<file path="config.mk">
export PLATFORM = sky130hd
export DESIGN_NAME = vmc_ctrl
export DESIGN_NICKNAME = d
export VERILOG_FILES = /design/src/vmc_pkg.sv /design/src/vmc_ctrl.sv
export VERILOG_INCLUDE_DIRS = /design/src
export SDC_FILE = /design/constraint.sdc
export NUM_CORES = 2
export LEC_CHECK = 0
export ABC_CLOCK_PERIOD_IN_PS = 4500
export BUFFER_PORTS_ARGS = -buffer_cell sky130_fd_sc_hd__buf_2
export CELL_PAD_IN_SITES_DETAIL_PLACEMENT = 1
export CELL_PAD_IN_SITES_GLOBAL_PLACEMENT = 2
export CORE_MARGIN = 3
export CORE_UTILIZATION = 36
export DETAILED_ROUTE_END_ITERATION = 12
export PLACE_DENSITY = 0.9
export SETUP_SLACK_MARGIN = 0.05
export SYNTH_ARGS = -nofsm -noshare
export SYNTH_HDL_FRONTEND = slang
export SYNTH_SLANG_ARGS = --single-unit
</file>
<file path="constraint.sdc">
create_clock -name REF_CLK -period 4.5 [get_ports REF_CLK]
set_clock_uncertainty 0.2 [all_clocks]
set_input_delay 0.45 -clock REF_CLK [delete_from_list [all_inputs] [get_ports REF_CLK]]
set_output_delay 0.45 -clock REF_CLK [all_outputs]
set_load 0.02 [all_outputs]
</file>
<file path="src/vmc_regs.svh">
`ifndef VMC_REGS_SVH
`define VMC_REGS_SVH
// control register zero bit positions
`define VMC_PROT_EN_BIT     0
`define VMC_NUM_ERR_BIT     5
`define VMC_TASK_SW_BIT     3
`define VMC_PAGING_EN_BIT   31
// control register four bit position
`define VMC_VIRT_EN_BIT     13
// feature-control bits
`define VMC_FC_LOCK_BIT     0
`define VMC_FC_EN_BIT       2
// structure region layout, byte offsets
`define VMC_REV_OFS         12'h000
`define VMC_ABORT_OFS       12'h004
`define VMC_DATA_OFS        12'h008
// pointer alignment field width
`define VMC_ALIGN_BITS      12
// arbitrary neutral revision identifier
`define VMC_REV_ID_DEFAULT  32'h0000_0001
// default abort code written on a failed transition (non-zero)
`define VMC_ABORT_CODE      32'h0000_0001
// reset values
`define VMC_PTR_INVALID     64'hffff_ffff_ffff_ffff
`endif

</file>
<file path="src/vmc_pkg.sv">
package vmc_pkg;
   // instruction codes presented by the core
   typedef enum logic [3:0] {
      VMC_OP_NONE    = 4'h0,
      VMC_OP_ENTER   = 4'h1,
      VMC_OP_LEAVE   = 4'h2,
      VMC_OP_LOAD    = 4'h3,
      VMC_OP_STORE   = 4'h4,
      VMC_OP_CLEAR   = 4'h5,
      VMC_OP_LAUNCH  = 4'h6,
      VMC_OP_RESUME  = 4'h7,
      VMC_OP_FREAD   = 4'h8,
      VMC_OP_FWRITE  = 4'h9,
      VMC_OP_CRWRITE = 4'ha,
      VMC_OP_EXIT    = 4'hb
   } vmc_op_type;
   // result of an instruction
   typedef enum logic [2:0] {
      VMC_RES_OK   = 3'h0,
      VMC_RES_FAIL = 3'h1,
      VMC_RES_UD   = 3'h2,
      VMC_RES_GP   = 3'h3
   } vmc_res_type;
   // operating mode, gray along outside, root, guest
   typedef enum logic [1:0] {
      VMC_MODE_OUT  = 2'b00,
      VMC_MODE_ROOT = 2'b01,
      VMC_MODE_GST  = 2'b11
   } vmc_mode_type;
endpackage : vmc_pkg

</file>
<file path="src/vmc_ctrl.sv">
`timescale 1ns/1ps
`include "vmc_regs.svh"
// Overview of operation
// entry fails on unsupported fixed bits
// fixed-bit violation by cr writes faults
// transitions never load unsupported fixed bits; the warm-restart exit loads host state unchecked
// pe ne pg and enable bit required
// entry fails in address mask mode
// address mask interrupts blocked while operating
// warm restart blocked in root operation
// warm restart in guest causes exit
// software supplies 4k aligned pointers
// software keeps pointer high bits clear
// many active structures, one current
// load makes structure active and current
// deactivate makes structure inactive, forgotten
// software deactivates before leaving
// entry, field and store use current
// store writes current pointer out
// region: revision, abort word, data
// revision never written; mismatch fails load
// software writes revision before use
// abort writes non-zero abort word
// exits save guest, load host state; the XFER_ABORT exit strobes neither SAVE_GUEST nor LOAD_HOST
// exit information filled, read-only
// entry undefined when enable bit clear
// entry faults unless lock and enable
module vmc_ctrl
   import vmc_pkg::*;
(
   input  wire logic        REF_CLK,
   input  wire logic        ARST_N,
   input  wire logic        OP_VALID,
   input  wire logic [3:0]  OP_CODE,
   input  wire logic [63:0] OP_PTR,
   input  wire logic [31:0] OP_REV,
   input  wire logic [31:0] REG_ZERO_VAL,
   input  wire logic [31:0] REG_FOUR_VAL,
   input  wire logic [31:0] REG_ZERO_NEW,
   input  wire logic [31:0] REG_FOUR_NEW,
   input  wire logic [31:0] FIXED0_REG_ZERO,
   input  wire logic [31:0] FIXED1_REG_ZERO,
   input  wire logic [31:0] FIXED0_REG_FOUR,
   input  wire logic [31:0] FIXED1_REG_FOUR,
   input  wire logic [2:0]  FEAT_CTRL,
   input  wire logic [31:0] REV_ID,
   input  wire logic [7:0]  PA_WIDTH,
   input  wire logic        ADDR_MASK_MODE,
   input  wire logic        ADDR_MASK_IRQ,
   input  wire logic        WARM_RESTART,
   input  wire logic        XFER_ABORT,
   input  wire logic [15:0] EXIT_REASON_IN,
   output logic             DONE,
   output logic [2:0]       RESULT,
   output logic [1:0]       MODE,
   output logic [63:0]      CUR_PTR,
   output logic [63:0]      STORE_DATA,
   output logic             STORE_WE,
   output logic             ABORT_WE,
   output logic [63:0]      ABORT_ADDR,
   output logic [31:0]      ABORT_DATA,
   output logic             MASK_IRQ_OUT,
   output logic             RESTART_OUT,
   output logic             GUEST_EXIT,
   output logic             SAVE_GUEST,
   output logic             LOAD_HOST,
   output logic             LOAD_GUEST,
   output logic [15:0]      EXIT_INFO,
   output logic [7:0]       ACTIVE_CNT
);
   localparam int NACT = 8;

   typedef struct packed {
      vmc_mode_type mode;
      logic         done;
      vmc_res_type  res;
      logic [63:0]  cur;
      logic         cur_ok;
      logic [NACT-1:0]       act_v;
      logic [NACT-1:0][51:0] act_a;
      logic [63:0]  st_data;
      logic         st_we;
      logic         ab_we;
      logic [63:0]  ab_addr;
      logic [31:0]  ab_data;
      logic         irq_o;
      logic         rst_o;
      logic         gexit;
      logic         sv_g;
      logic         ld_h;
      logic         ld_g;
      logic [15:0]  info;
      logic [7:0]   cnt;
   } vmc_state_type;

   vmc_state_type s_q;
   vmc_state_type s_d;

   // three-stage synchronisers for the pin-like inputs
   logic [2:0] msk_m_q;
   logic [2:0] msk_i_q;
   logic [2:0] rst_i_q;
   always_ff @(posedge REF_CLK or negedge ARST_N) begin
      if (!ARST_N) begin
         msk_m_q <= 3'h0;
         msk_i_q <= 3'h0;
         rst_i_q <= 3'h0;
      end else begin
         msk_m_q <= {msk_m_q[1:0], ADDR_MASK_MODE};
         msk_i_q <= {msk_i_q[1:0], ADDR_MASK_IRQ};
         rst_i_q <= {rst_i_q[1:0], WARM_RESTART};
      end
   end
   logic mask_mode;
   logic mask_irq;
   logic restart;
   logic msk_m_lvl_q;
   logic msk_i_lvl_q;
   logic rst_prev_q;
   // a level moves only once the last two stages agree
   always_ff @(posedge REF_CLK or negedge ARST_N) begin
      if (!ARST_N) begin
         msk_m_lvl_q <= 1'b0;
         msk_i_lvl_q <= 1'b0;
         rst_prev_q  <= 1'b0;
      end else begin
         if (msk_m_q[2] == msk_m_q[1]) msk_m_lvl_q <= msk_m_q[2];
         if (msk_i_q[2] == msk_i_q[1]) msk_i_lvl_q <= msk_i_q[2];
         if (rst_i_q[2] == rst_i_q[1]) rst_prev_q <= rst_i_q[2];
      end
   end
   assign mask_mode = msk_m_lvl_q;
   assign mask_irq  = msk_i_lvl_q;
   assign restart = rst_i_q[2] & rst_i_q[1] & ~rst_prev_q;

   // fixed bits: forced ones and allowed ones, plus first-generation set
   function automatic logic fix_ok(input logic [31:0] v,
                                   input logic [31:0] f0,
                                   input logic [31:0] f1);
      fix_ok = ((v & f0) == f0) && ((v & ~f1) == 32'h0);
   endfunction : fix_ok

   logic [31:0] req0;
   logic [31:0] req4;
   logic        cur_fix_ok;
   logic        new_fix_ok;
   always_comb begin
      req0 = FIXED0_REG_ZERO;
      req0[`VMC_PROT_EN_BIT] = 1'b1;
      req0[`VMC_NUM_ERR_BIT] = 1'b1;
      req0[`VMC_PAGING_EN_BIT] = 1'b1;
      req4 = FIXED0_REG_FOUR;
      req4[`VMC_VIRT_EN_BIT] = 1'b1;
      cur_fix_ok = fix_ok(REG_ZERO_VAL, req0, FIXED1_REG_ZERO)
                 && fix_ok(REG_FOUR_VAL, req4, FIXED1_REG_FOUR);
      new_fix_ok = fix_ok(REG_ZERO_NEW, req0, FIXED1_REG_ZERO)
                 && fix_ok(REG_FOUR_NEW, req4, FIXED1_REG_FOUR);
   end

   // pointer checks and active table lookup
   logic        ptr_ok;
   logic [63:0] hi_mask;
   logic [NACT-1:0] hit;
   logic [NACT-1:0] free;
   always_comb begin
      hi_mask = (PA_WIDTH >= 8'd64) ? 64'h0 : (~64'h0 << PA_WIDTH);
      ptr_ok  = (OP_PTR[`VMC_ALIGN_BITS-1:0] == 12'h0)
              && ((OP_PTR & hi_mask) == 64'h0);
   end
   genvar gi;
   generate
      for (gi = 0; gi < NACT; gi++) begin : g_act
         assign hit[gi]  = s_q.act_v[gi] && s_q.act_a[gi] == OP_PTR[63:12];
         assign free[gi] = ~s_q.act_v[gi];
      end
   endgenerate
   logic [NACT-1:0] pick;
   assign pick = free & (~free + 8'h01); // lowest free entry only

   logic in_op;
   assign in_op = s_q.mode != VMC_MODE_OUT;

   // next-state logic for one instruction or event per cycle
   always_comb begin
      s_d = s_q;
      s_d.done  = 1'b0;
      s_d.st_we = 1'b0;
      s_d.ab_we = 1'b0;
      s_d.gexit = 1'b0;
      s_d.sv_g  = 1'b0;
      s_d.ld_h  = 1'b0;
      s_d.ld_g  = 1'b0;
      s_d.irq_o = mask_irq & ~in_op;
      s_d.rst_o = restart & (s_q.mode == VMC_MODE_OUT);
      if (restart && s_q.mode == VMC_MODE_GST) begin
         s_d.gexit = 1'b1;
         s_d.sv_g  = 1'b1;
         s_d.ld_h  = 1'b1;
         s_d.info  = EXIT_REASON_IN;
         s_d.mode  = VMC_MODE_ROOT;
      end else if (OP_VALID) begin
         s_d.done = 1'b1;
         s_d.res  = VMC_RES_OK;
         case (vmc_op_type'(OP_CODE))
            VMC_OP_ENTER: begin
               if (!REG_FOUR_VAL[`VMC_VIRT_EN_BIT])
                  s_d.res = VMC_RES_UD;
               else if (!FEAT_CTRL[`VMC_FC_LOCK_BIT]
                        || !FEAT_CTRL[`VMC_FC_EN_BIT])
                  s_d.res = VMC_RES_GP;
               else if (in_op || !cur_fix_ok || mask_mode || !ptr_ok)
                  s_d.res = VMC_RES_FAIL;
               else s_d.mode = VMC_MODE_ROOT;
            end
            VMC_OP_LEAVE: begin
               if (!in_op) s_d.res = VMC_RES_UD;
               else begin
                  s_d.mode   = VMC_MODE_OUT;
                  s_d.cur_ok = 1'b0;
                  s_d.cur    = `VMC_PTR_INVALID;
               end
            end
            VMC_OP_LOAD: begin
               if (!in_op) s_d.res = VMC_RES_UD;
               else if (!ptr_ok || OP_REV != REV_ID)
                  s_d.res = VMC_RES_FAIL;
               else if (hit == '0 && free == '0)
                  s_d.res = VMC_RES_FAIL;
               else begin
                  s_d.cur    = OP_PTR;
                  s_d.cur_ok = 1'b1;
                  if (hit == '0) begin
                     for (int i = 0; i < NACT; i++) begin
                        if (pick[i]) begin
                           s_d.act_v[i] = 1'b1;
                           s_d.act_a[i] = OP_PTR[63:12];
                        end
                     end
                     s_d.cnt = s_q.cnt + 8'd1;
                  end
               end
            end
            VMC_OP_CLEAR: begin
               if (!in_op) s_d.res = VMC_RES_UD;
               else if (!ptr_ok) s_d.res = VMC_RES_FAIL;
               else begin
                  for (int i = 0; i < NACT; i++) begin
                     if (hit[i]) s_d.act_v[i] = 1'b0;
                  end
                  if (hit != '0) s_d.cnt = s_q.cnt - 8'd1;
                  if (s_q.cur_ok && s_q.cur == OP_PTR) begin
                     s_d.cur_ok = 1'b0;
                     s_d.cur    = `VMC_PTR_INVALID;
                  end
               end
            end
            VMC_OP_STORE: begin
               if (!in_op) s_d.res = VMC_RES_UD;
               else begin
                  s_d.st_data = s_q.cur;
                  s_d.st_we   = 1'b1;
               end
            end
            VMC_OP_LAUNCH, VMC_OP_RESUME: begin
               if (s_q.mode != VMC_MODE_ROOT) s_d.res = VMC_RES_UD;
               else if (!s_q.cur_ok || !cur_fix_ok)
                  s_d.res = VMC_RES_FAIL;
               else begin
                  s_d.mode = VMC_MODE_GST;
                  s_d.ld_g = 1'b1;
               end
            end
            VMC_OP_FREAD, VMC_OP_FWRITE: begin
               if (!in_op) s_d.res = VMC_RES_UD;
               else if (!s_q.cur_ok) s_d.res = VMC_RES_FAIL;
            end
            VMC_OP_CRWRITE: begin
               if (in_op && !new_fix_ok) s_d.res = VMC_RES_GP;
            end
            VMC_OP_EXIT: begin
               if (s_q.mode != VMC_MODE_GST) s_d.res = VMC_RES_FAIL;
               else if (XFER_ABORT) begin
                  s_d.ab_we   = 1'b1;
                  s_d.ab_addr = s_q.cur + 64'(`VMC_ABORT_OFS);
                  s_d.ab_data = `VMC_ABORT_CODE;
                  s_d.mode    = VMC_MODE_ROOT;
               end else if (!cur_fix_ok) begin
                  s_d.res = VMC_RES_FAIL;
               end else begin
                  s_d.gexit = 1'b1;
                  s_d.sv_g  = 1'b1;
                  s_d.ld_h  = 1'b1;
                  s_d.info  = EXIT_REASON_IN;
                  s_d.mode  = VMC_MODE_ROOT;
               end
            end
            default: s_d.res = VMC_RES_UD;
         endcase
      end
   end

   // state register
   always_ff @(posedge REF_CLK or negedge ARST_N) begin
      if (!ARST_N) begin
         s_q        <= '0;
         s_q.mode   <= VMC_MODE_OUT;
         s_q.cur    <= `VMC_PTR_INVALID;
      end else begin
         s_q <= s_d;
      end
   end

   assign DONE         = s_q.done;
   assign RESULT       = s_q.res;
   assign MODE         = s_q.mode;
   assign CUR_PTR      = s_q.cur;
   assign STORE_DATA   = s_q.st_data;
   assign STORE_WE     = s_q.st_we;
   assign ABORT_WE     = s_q.ab_we;
   assign ABORT_ADDR   = s_q.ab_addr;
   assign ABORT_DATA   = s_q.ab_data;
   assign MASK_IRQ_OUT = s_q.irq_o;
   assign RESTART_OUT  = s_q.rst_o;
   assign GUEST_EXIT   = s_q.gexit;
   assign SAVE_GUEST   = s_q.sv_g;
   assign LOAD_HOST    = s_q.ld_h;
   assign LOAD_GUEST   = s_q.ld_g;
   assign EXIT_INFO    = s_q.info;
   assign ACTIVE_CNT   = s_q.cnt;
endmodule : vmc_ctrl

</file>
Word-level counts from Yosys, hierarchy flattened
Cells that the tools add are included.

word-level totals
  logic and storage cells = 312
  input port bits = 422
  bits in read-only memories = 0
  output and inout port bits = 262
  register bits after elaboration = 668
  memory bits (writable) = 0
  memories kept = 0
  latch bits = 0

operators by class
  bitwise gates (word level) = 31
  equal/unequal tests = 66
  magnitude comparators = 1
  $mul = 0
  add/subtract/negate cells = 4
  mux-type cells = 95
  shift-type cells = 1
  divide/modulo/power cells = 0
  reductions and logical operators = 74

operators with widths
  kind                                               count
  2-to-1 mux 489 bit                                 3
  2-to-1 mux 657 bit                                 1
  2-to-1 mux 655 bit                                 1
  2-to-1 mux 424 bit                                 1
  == test 52 bit                                     8
  2-to-1 mux 416 bit                                 1
  2-to-1 mux 52 bit                                  8
  2-to-1 mux 97 bit                                  3
  2-to-1 mux 65 bit                                  4
  AND 32 bit                                         8
  one-hot mux 65 bit (3 select lines)                1
  2-to-1 mux 73 bit                                  2
  == test 32 bit                                     4
  zero test 32 bit                                   4
  AND reduction 11 bit                               8
  2-to-1 mux 16 bit                                  5
  adder 64 x 3 -> 64 bit, second input constant      1
  AND 64 bit                                         1
  == test 64 bit                                     1
  zero test 64 bit                                   1
  2-to-1 mux 64 bit                                  1
  NOT 32 bit                                         2
  AND reduction 8 bit                                8
  << shifter 64 x 8 -> 64 bit, first input constant  1
  other kinds (41)                                   194

Longest topological paths before layout
  depth in word-level cells = 15
  gate-level depth with buffers = 14
  mapped depth without buffers = 12

Worst setup path after synthesis
Ideal clock, no wire load.

  path kind = input to register
  from = input port OP_PTR[37]
  to = register s_q[445] (netlist name)
  slack = 0.676 ns
  library setup time = 0.128 ns
  required time = 4.172 ns
  arrival = 3.496 ns
  stages on the path = 12
  buffers on the path = 3
  path through = buf_4 -> buf_6 -> or4_1 -> o41ai_2 -> o2111ai_1 -> nor4_2 -> a311oi_1 -> nor3_2 -> nand4_2 -> nor4_4 -> buf_6 -> mux2_1

on the way
  word-level cells in the longest chain between the ends = 7
  elaborated cells on any way between the ends = 26
  those cells by class = eq/ne: 8; bitwise: 3; reduce/logical: 15

ends and longest elaborated chain
  element                                                                 RTL line        RTL
  from (decl)                                                             vmc_ctrl.sv:35  input wire logic [63:0] OP_PTR,
  parallel branches: the longest is 6 deep, another holds == test 52 bit  --
  AND reduction 8 bit (no source line) *                                  --
  to (decl)                                                               vmc_ctrl.sv:96  vmc_state_type s_q;

Mark *: on every way between the ends.
A chain may end at the register's enable or synchronous reset.

Final worst setup path
  from = input port OP_PTR[34]
  to = register s_q[260] (netlist name)

Same word-level chain as after synthesis.

==> results.json <==
{
  "cellPowerDensity_nw_per_um2": 352.7,
  "vdd.ir_drop.worst_mv": 0.2685,
  "max-clock-path-buffers": 3,
  "regArea_um2": 16720,
  "worst_setup_path_end_kind": "register",
  "rrSetupSlack_ns": 0.49,
  "startpoint_type": "primary input",
  "htree_levels": 3,
  "intPower_mw": 11.24,
  "grt_antenna_before_repair": 27,
  "coreArea_um2": 108100,
  "post-place-cells": 5636,
  "finish.net_count": 4766,
  "totalNegativeSetupSlack_ns": 0,
  "hp-class": "in -> reg",
  "detailroute.via_count": 33110,
  "detail-route-antenna-nets": 0,
  "post-route-min-period_ns": 4.292,
  "finalSetupViolCount": 0,
  "reg2reg_to": "ABORT_ADDR[57]",
  "critPathRequiredTime_ns": 4.83,
  "tritoncts.num_buffers": 80,
  "final_max_slew_viol_count": 0,
  "ys_ff_latch": 665,
  "post_synth_inst_count": 3832,
  "clk_transition_reported_paths_ns": 0.06,
  "layout.cells.most_common_list": "sky130_fd_sc_hd__buf_2, sky130_fd_sc_hd__dfrtp_1, sky130_fd_sc_hd__xnor2_1",
  "power.share.sequential": 0.397,
  "synth.area.top_cells": "sky130_fd_sc_hd__dfrtp_1, sky130_fd_sc_hd__xnor2_1, sky130_fd_sc_hd__mux2_2",
  "power.leakage_nw": 22.00,
  "async_flop_share": 1.000,
  "root_buffer": "sky130_fd_sc_hd__clkbuf_16",
  "drt-vias-per-instance": 5.688,
  "timing.hold.worst_path_depth": 3,
  "synthToLayoutAreaGrowth_pct": 17.84,
  "synth_largest_type_area_fraction": 0.3803,
  "grt_overflow": 0,
  "timing_hold_violations_final": 0,
  "timing_worst_slew_pin_value_ns": 1.164,
  "worst_ep_arrival_time_ns": 4.62,
  "n_fill_cell": 12080,
  "clkLatencyLatePin_ns": 0.68,
  "die-area_um2": 113900,
  "io_buffer_count": 646,
  "synth_top_area_cell": "sky130_fd_sc_hd__dfrtp_1",
  "drt_iter0_markers": 2911,
  "grt_setup_unrepaired": "false",
  "origin_of_the_critical_flop_to_flop_path": "CUR_PTR[7]",
  "largest_net_degree_at_the_start_of_global_routing": 112,
  "cts_tree": "built",
  "timing.max_slew.rel_slack": 0.2185,
  "multi_input_comb_area_um2": 19380,
  "power_frac_comb": 0.196,
  "achievable-frequency_ghz": 0.2330,
  "grt_first_pass_wirelength_um": 255800,
  "detail_route.drc_violations": 0,
  "start_util": 0.3658,
  "hold_path.startpoint": "REG_FOUR_VAL[13]",
  "post_route_cells_drive_above_1_share": 0.3083,
  "floorplan.die.width_um": 337.4,
  "placement_rows": 120,
  "synth.lib_cells_used.distinct": 80,
  "power.net_switching_mw": 5.199,
  "clock_sink_total": 665,
  "gp_routability_congestion": 1.019,
  "leading_cell_type_in_the_layout_fill_and_taps_excluded": "sky130_fd_sc_hd__buf_2",
  "postRouteWirelength_um": 181600,
  "synth_warn": 0,
  "io_pins": 684,
  "run_status": "finished, final reports clean",
  "synth-seq-area-share": 0.4228,
  "timing.setup.critical_path_class": "in -> reg",
  "r2r_cells": 11,
  "routed_wire_length_per_instance_um": 31.19,
  "final_cells": 5822,
  "power.switching_fraction": 0.3163,
  "die_y_um": 337.4,
  "hpwlAfterDp_um": 140400,
  "critical_path.max_fanout": 52,
  "min_period_over_period": 0.9539,
  "syn-mean-instance-area_um2": 10.32,
  "power.clock.fraction": 0.406,
  "post_synth_edffs": 0,
  "worst_hold_endpoint": "RESULT[0]",
  "first_pass_iters": 6,
  "drv.max_cap_violation_count": 0,
  "globalRouteTotalUtil": 0.3117,
  "grt_pass1_vias": 34340,
  "p_total_mw": 16.44,
  "syn_area_um2": 39550,
  "synthFlopType": "sky130_fd_sc_hd__dfrtp_1"
}
[critical path: stages]
cell and delay [ns]:
sky130_fd_sc_hd__buf_2 0.26, sky130_fd_sc_hd__nor4_1 0.87, sky130_fd_sc_hd__buf_4 0.27, sky130_fd_sc_hd__a41o_1 0.18, sky130_fd_sc_hd__nand4_1 0.12, sky130_fd_sc_hd__nor4_2 0.30, sky130_fd_sc_hd__a311oi_1 0.33, sky130_fd_sc_hd__nor3_2 0.27
sky130_fd_sc_hd__buf_4 0.18, sky130_fd_sc_hd__nand4_1 0.33, sky130_fd_sc_hd__nor3_4 0.32, sky130_fd_sc_hd__buf_12 0.32, sky130_fd_sc_hd__mux2_2 0.38
[cells in the mapped netlist, types with 90 or more instances]
master,count
sky130_fd_sc_hd__buf_4,257
sky130_fd_sc_hd__clkbuf_1,117
sky130_fd_sc_hd__dfrtp_1,601
sky130_fd_sc_hd__inv_1,179
sky130_fd_sc_hd__mux2_1,156
sky130_fd_sc_hd__mux2_2,248
sky130_fd_sc_hd__nand2_1,227
sky130_fd_sc_hd__nand2b_1,172
sky130_fd_sc_hd__nand4_1,149
sky130_fd_sc_hd__nor2b_1,90
sky130_fd_sc_hd__nor4_1,92
sky130_fd_sc_hd__o21ai_0,147
sky130_fd_sc_hd__xnor2_1,351
sky130_fd_sc_hd__xor2_1,134
[power by group through the flow]
stage               Sequential [mW]  Clock (mW)  Combinational [mW]
floorplan                      6.52           0                1.99
global placement               6.61           0                3.10
detailed placement             6.63           0                3.16
CTS                            6.53        6.80                3.20
global route                   6.56        7.02                3.42
finish                         6.53        6.68                3.22
[cell type report]
| class | count | area share |
|---|---|---|
| diodes | 17 | 0.0009128 |
| clock buffers | 116 | 0.04843 |
| clock inverters | 33 | 0.009209 |
| inverters | 179 | 0.01442 |
| multi-input cells | 2547 | 0.4160 |
| flip-flops and latches | 665 | 0.3588 |
| well taps | 1403 | 0.03767 |
| repair buffers | 862 | 0.1146 |
[cell families after synthesis]
kind of cell | share of synthesized area
simple gates | 0.1494
flops | 0.4228
buf+inv | 0.09134
mux | 0.1526
xor+xnor | 0.1074
compound gates | 0.07258
fa+ha+maj | 0.003797
other cells | 0.00009482
[flip-flops by register name, summed over array words and instances (netlist names), 2 cells and up]
name        cells
STORE_DATA     64
msk_m_q         3
msk_i_q         3
ABORT_ADDR     64
s_q           425
ACTIVE_CNT      8
rst_i_q         3
EXIT_INFO      16
MODE            2
CUR_PTR        64
RESULT          2
[how the worst max path moves through the flow]
stage,cells past startpoint,slack (ns),to,from
final,13,0.21,s_q[260],OP_PTR[34]
after floorplan,12,0.68,s_q[445],OP_PTR[37]
after detailed placement,13,-0.31,s_q[536],OP_PTR[34]
after CTS,13,0.30,s_q[536],OP_PTR[34]
after global placement,13,-0.31,s_q[350],OP_PTR[34]
after global routing,13,0.1,s_q[536],OP_PTR[34]
[per-stage QoR]
stage | util | hold WS (ns) | area [um2] | setup slack [ns]
finish | 0.4311 | 0.03765 | 46600 | 0.2077
global route | 0.4307 | 0.02990 | 46560 | 0.09909
CTS | 0.4307 | 0.003879 | 46560 | 0.3026
detailed placement | 0.4040 | 0.1401 | 43670 | -0.3093
global placement | 0.4040 | 0.1408 | 43670 | -0.3054
floorplan | - | -0.04559 | 39660 | 0.6764
[layer usage]
metal / GRT usage / vias up / part of all wire
met3: 0.06053 / 337 / 0.080
met4: 0.1091 / 12 / 0.038
met1: 0.4403 / 17160 / 0.44
li1: - / 14110 / -
met2: 0.4759 / 1493 / 0.44
met5: 0 / - / 0.00035
[timing repair]
item	4_1_cts	5_1_grt
hold buffers	20	0
gates resized for setup	0	0
buffers inserted	0	0
hold endpoints to repair	95	0
No activity file was read; power rests on OpenSTA's default activity.
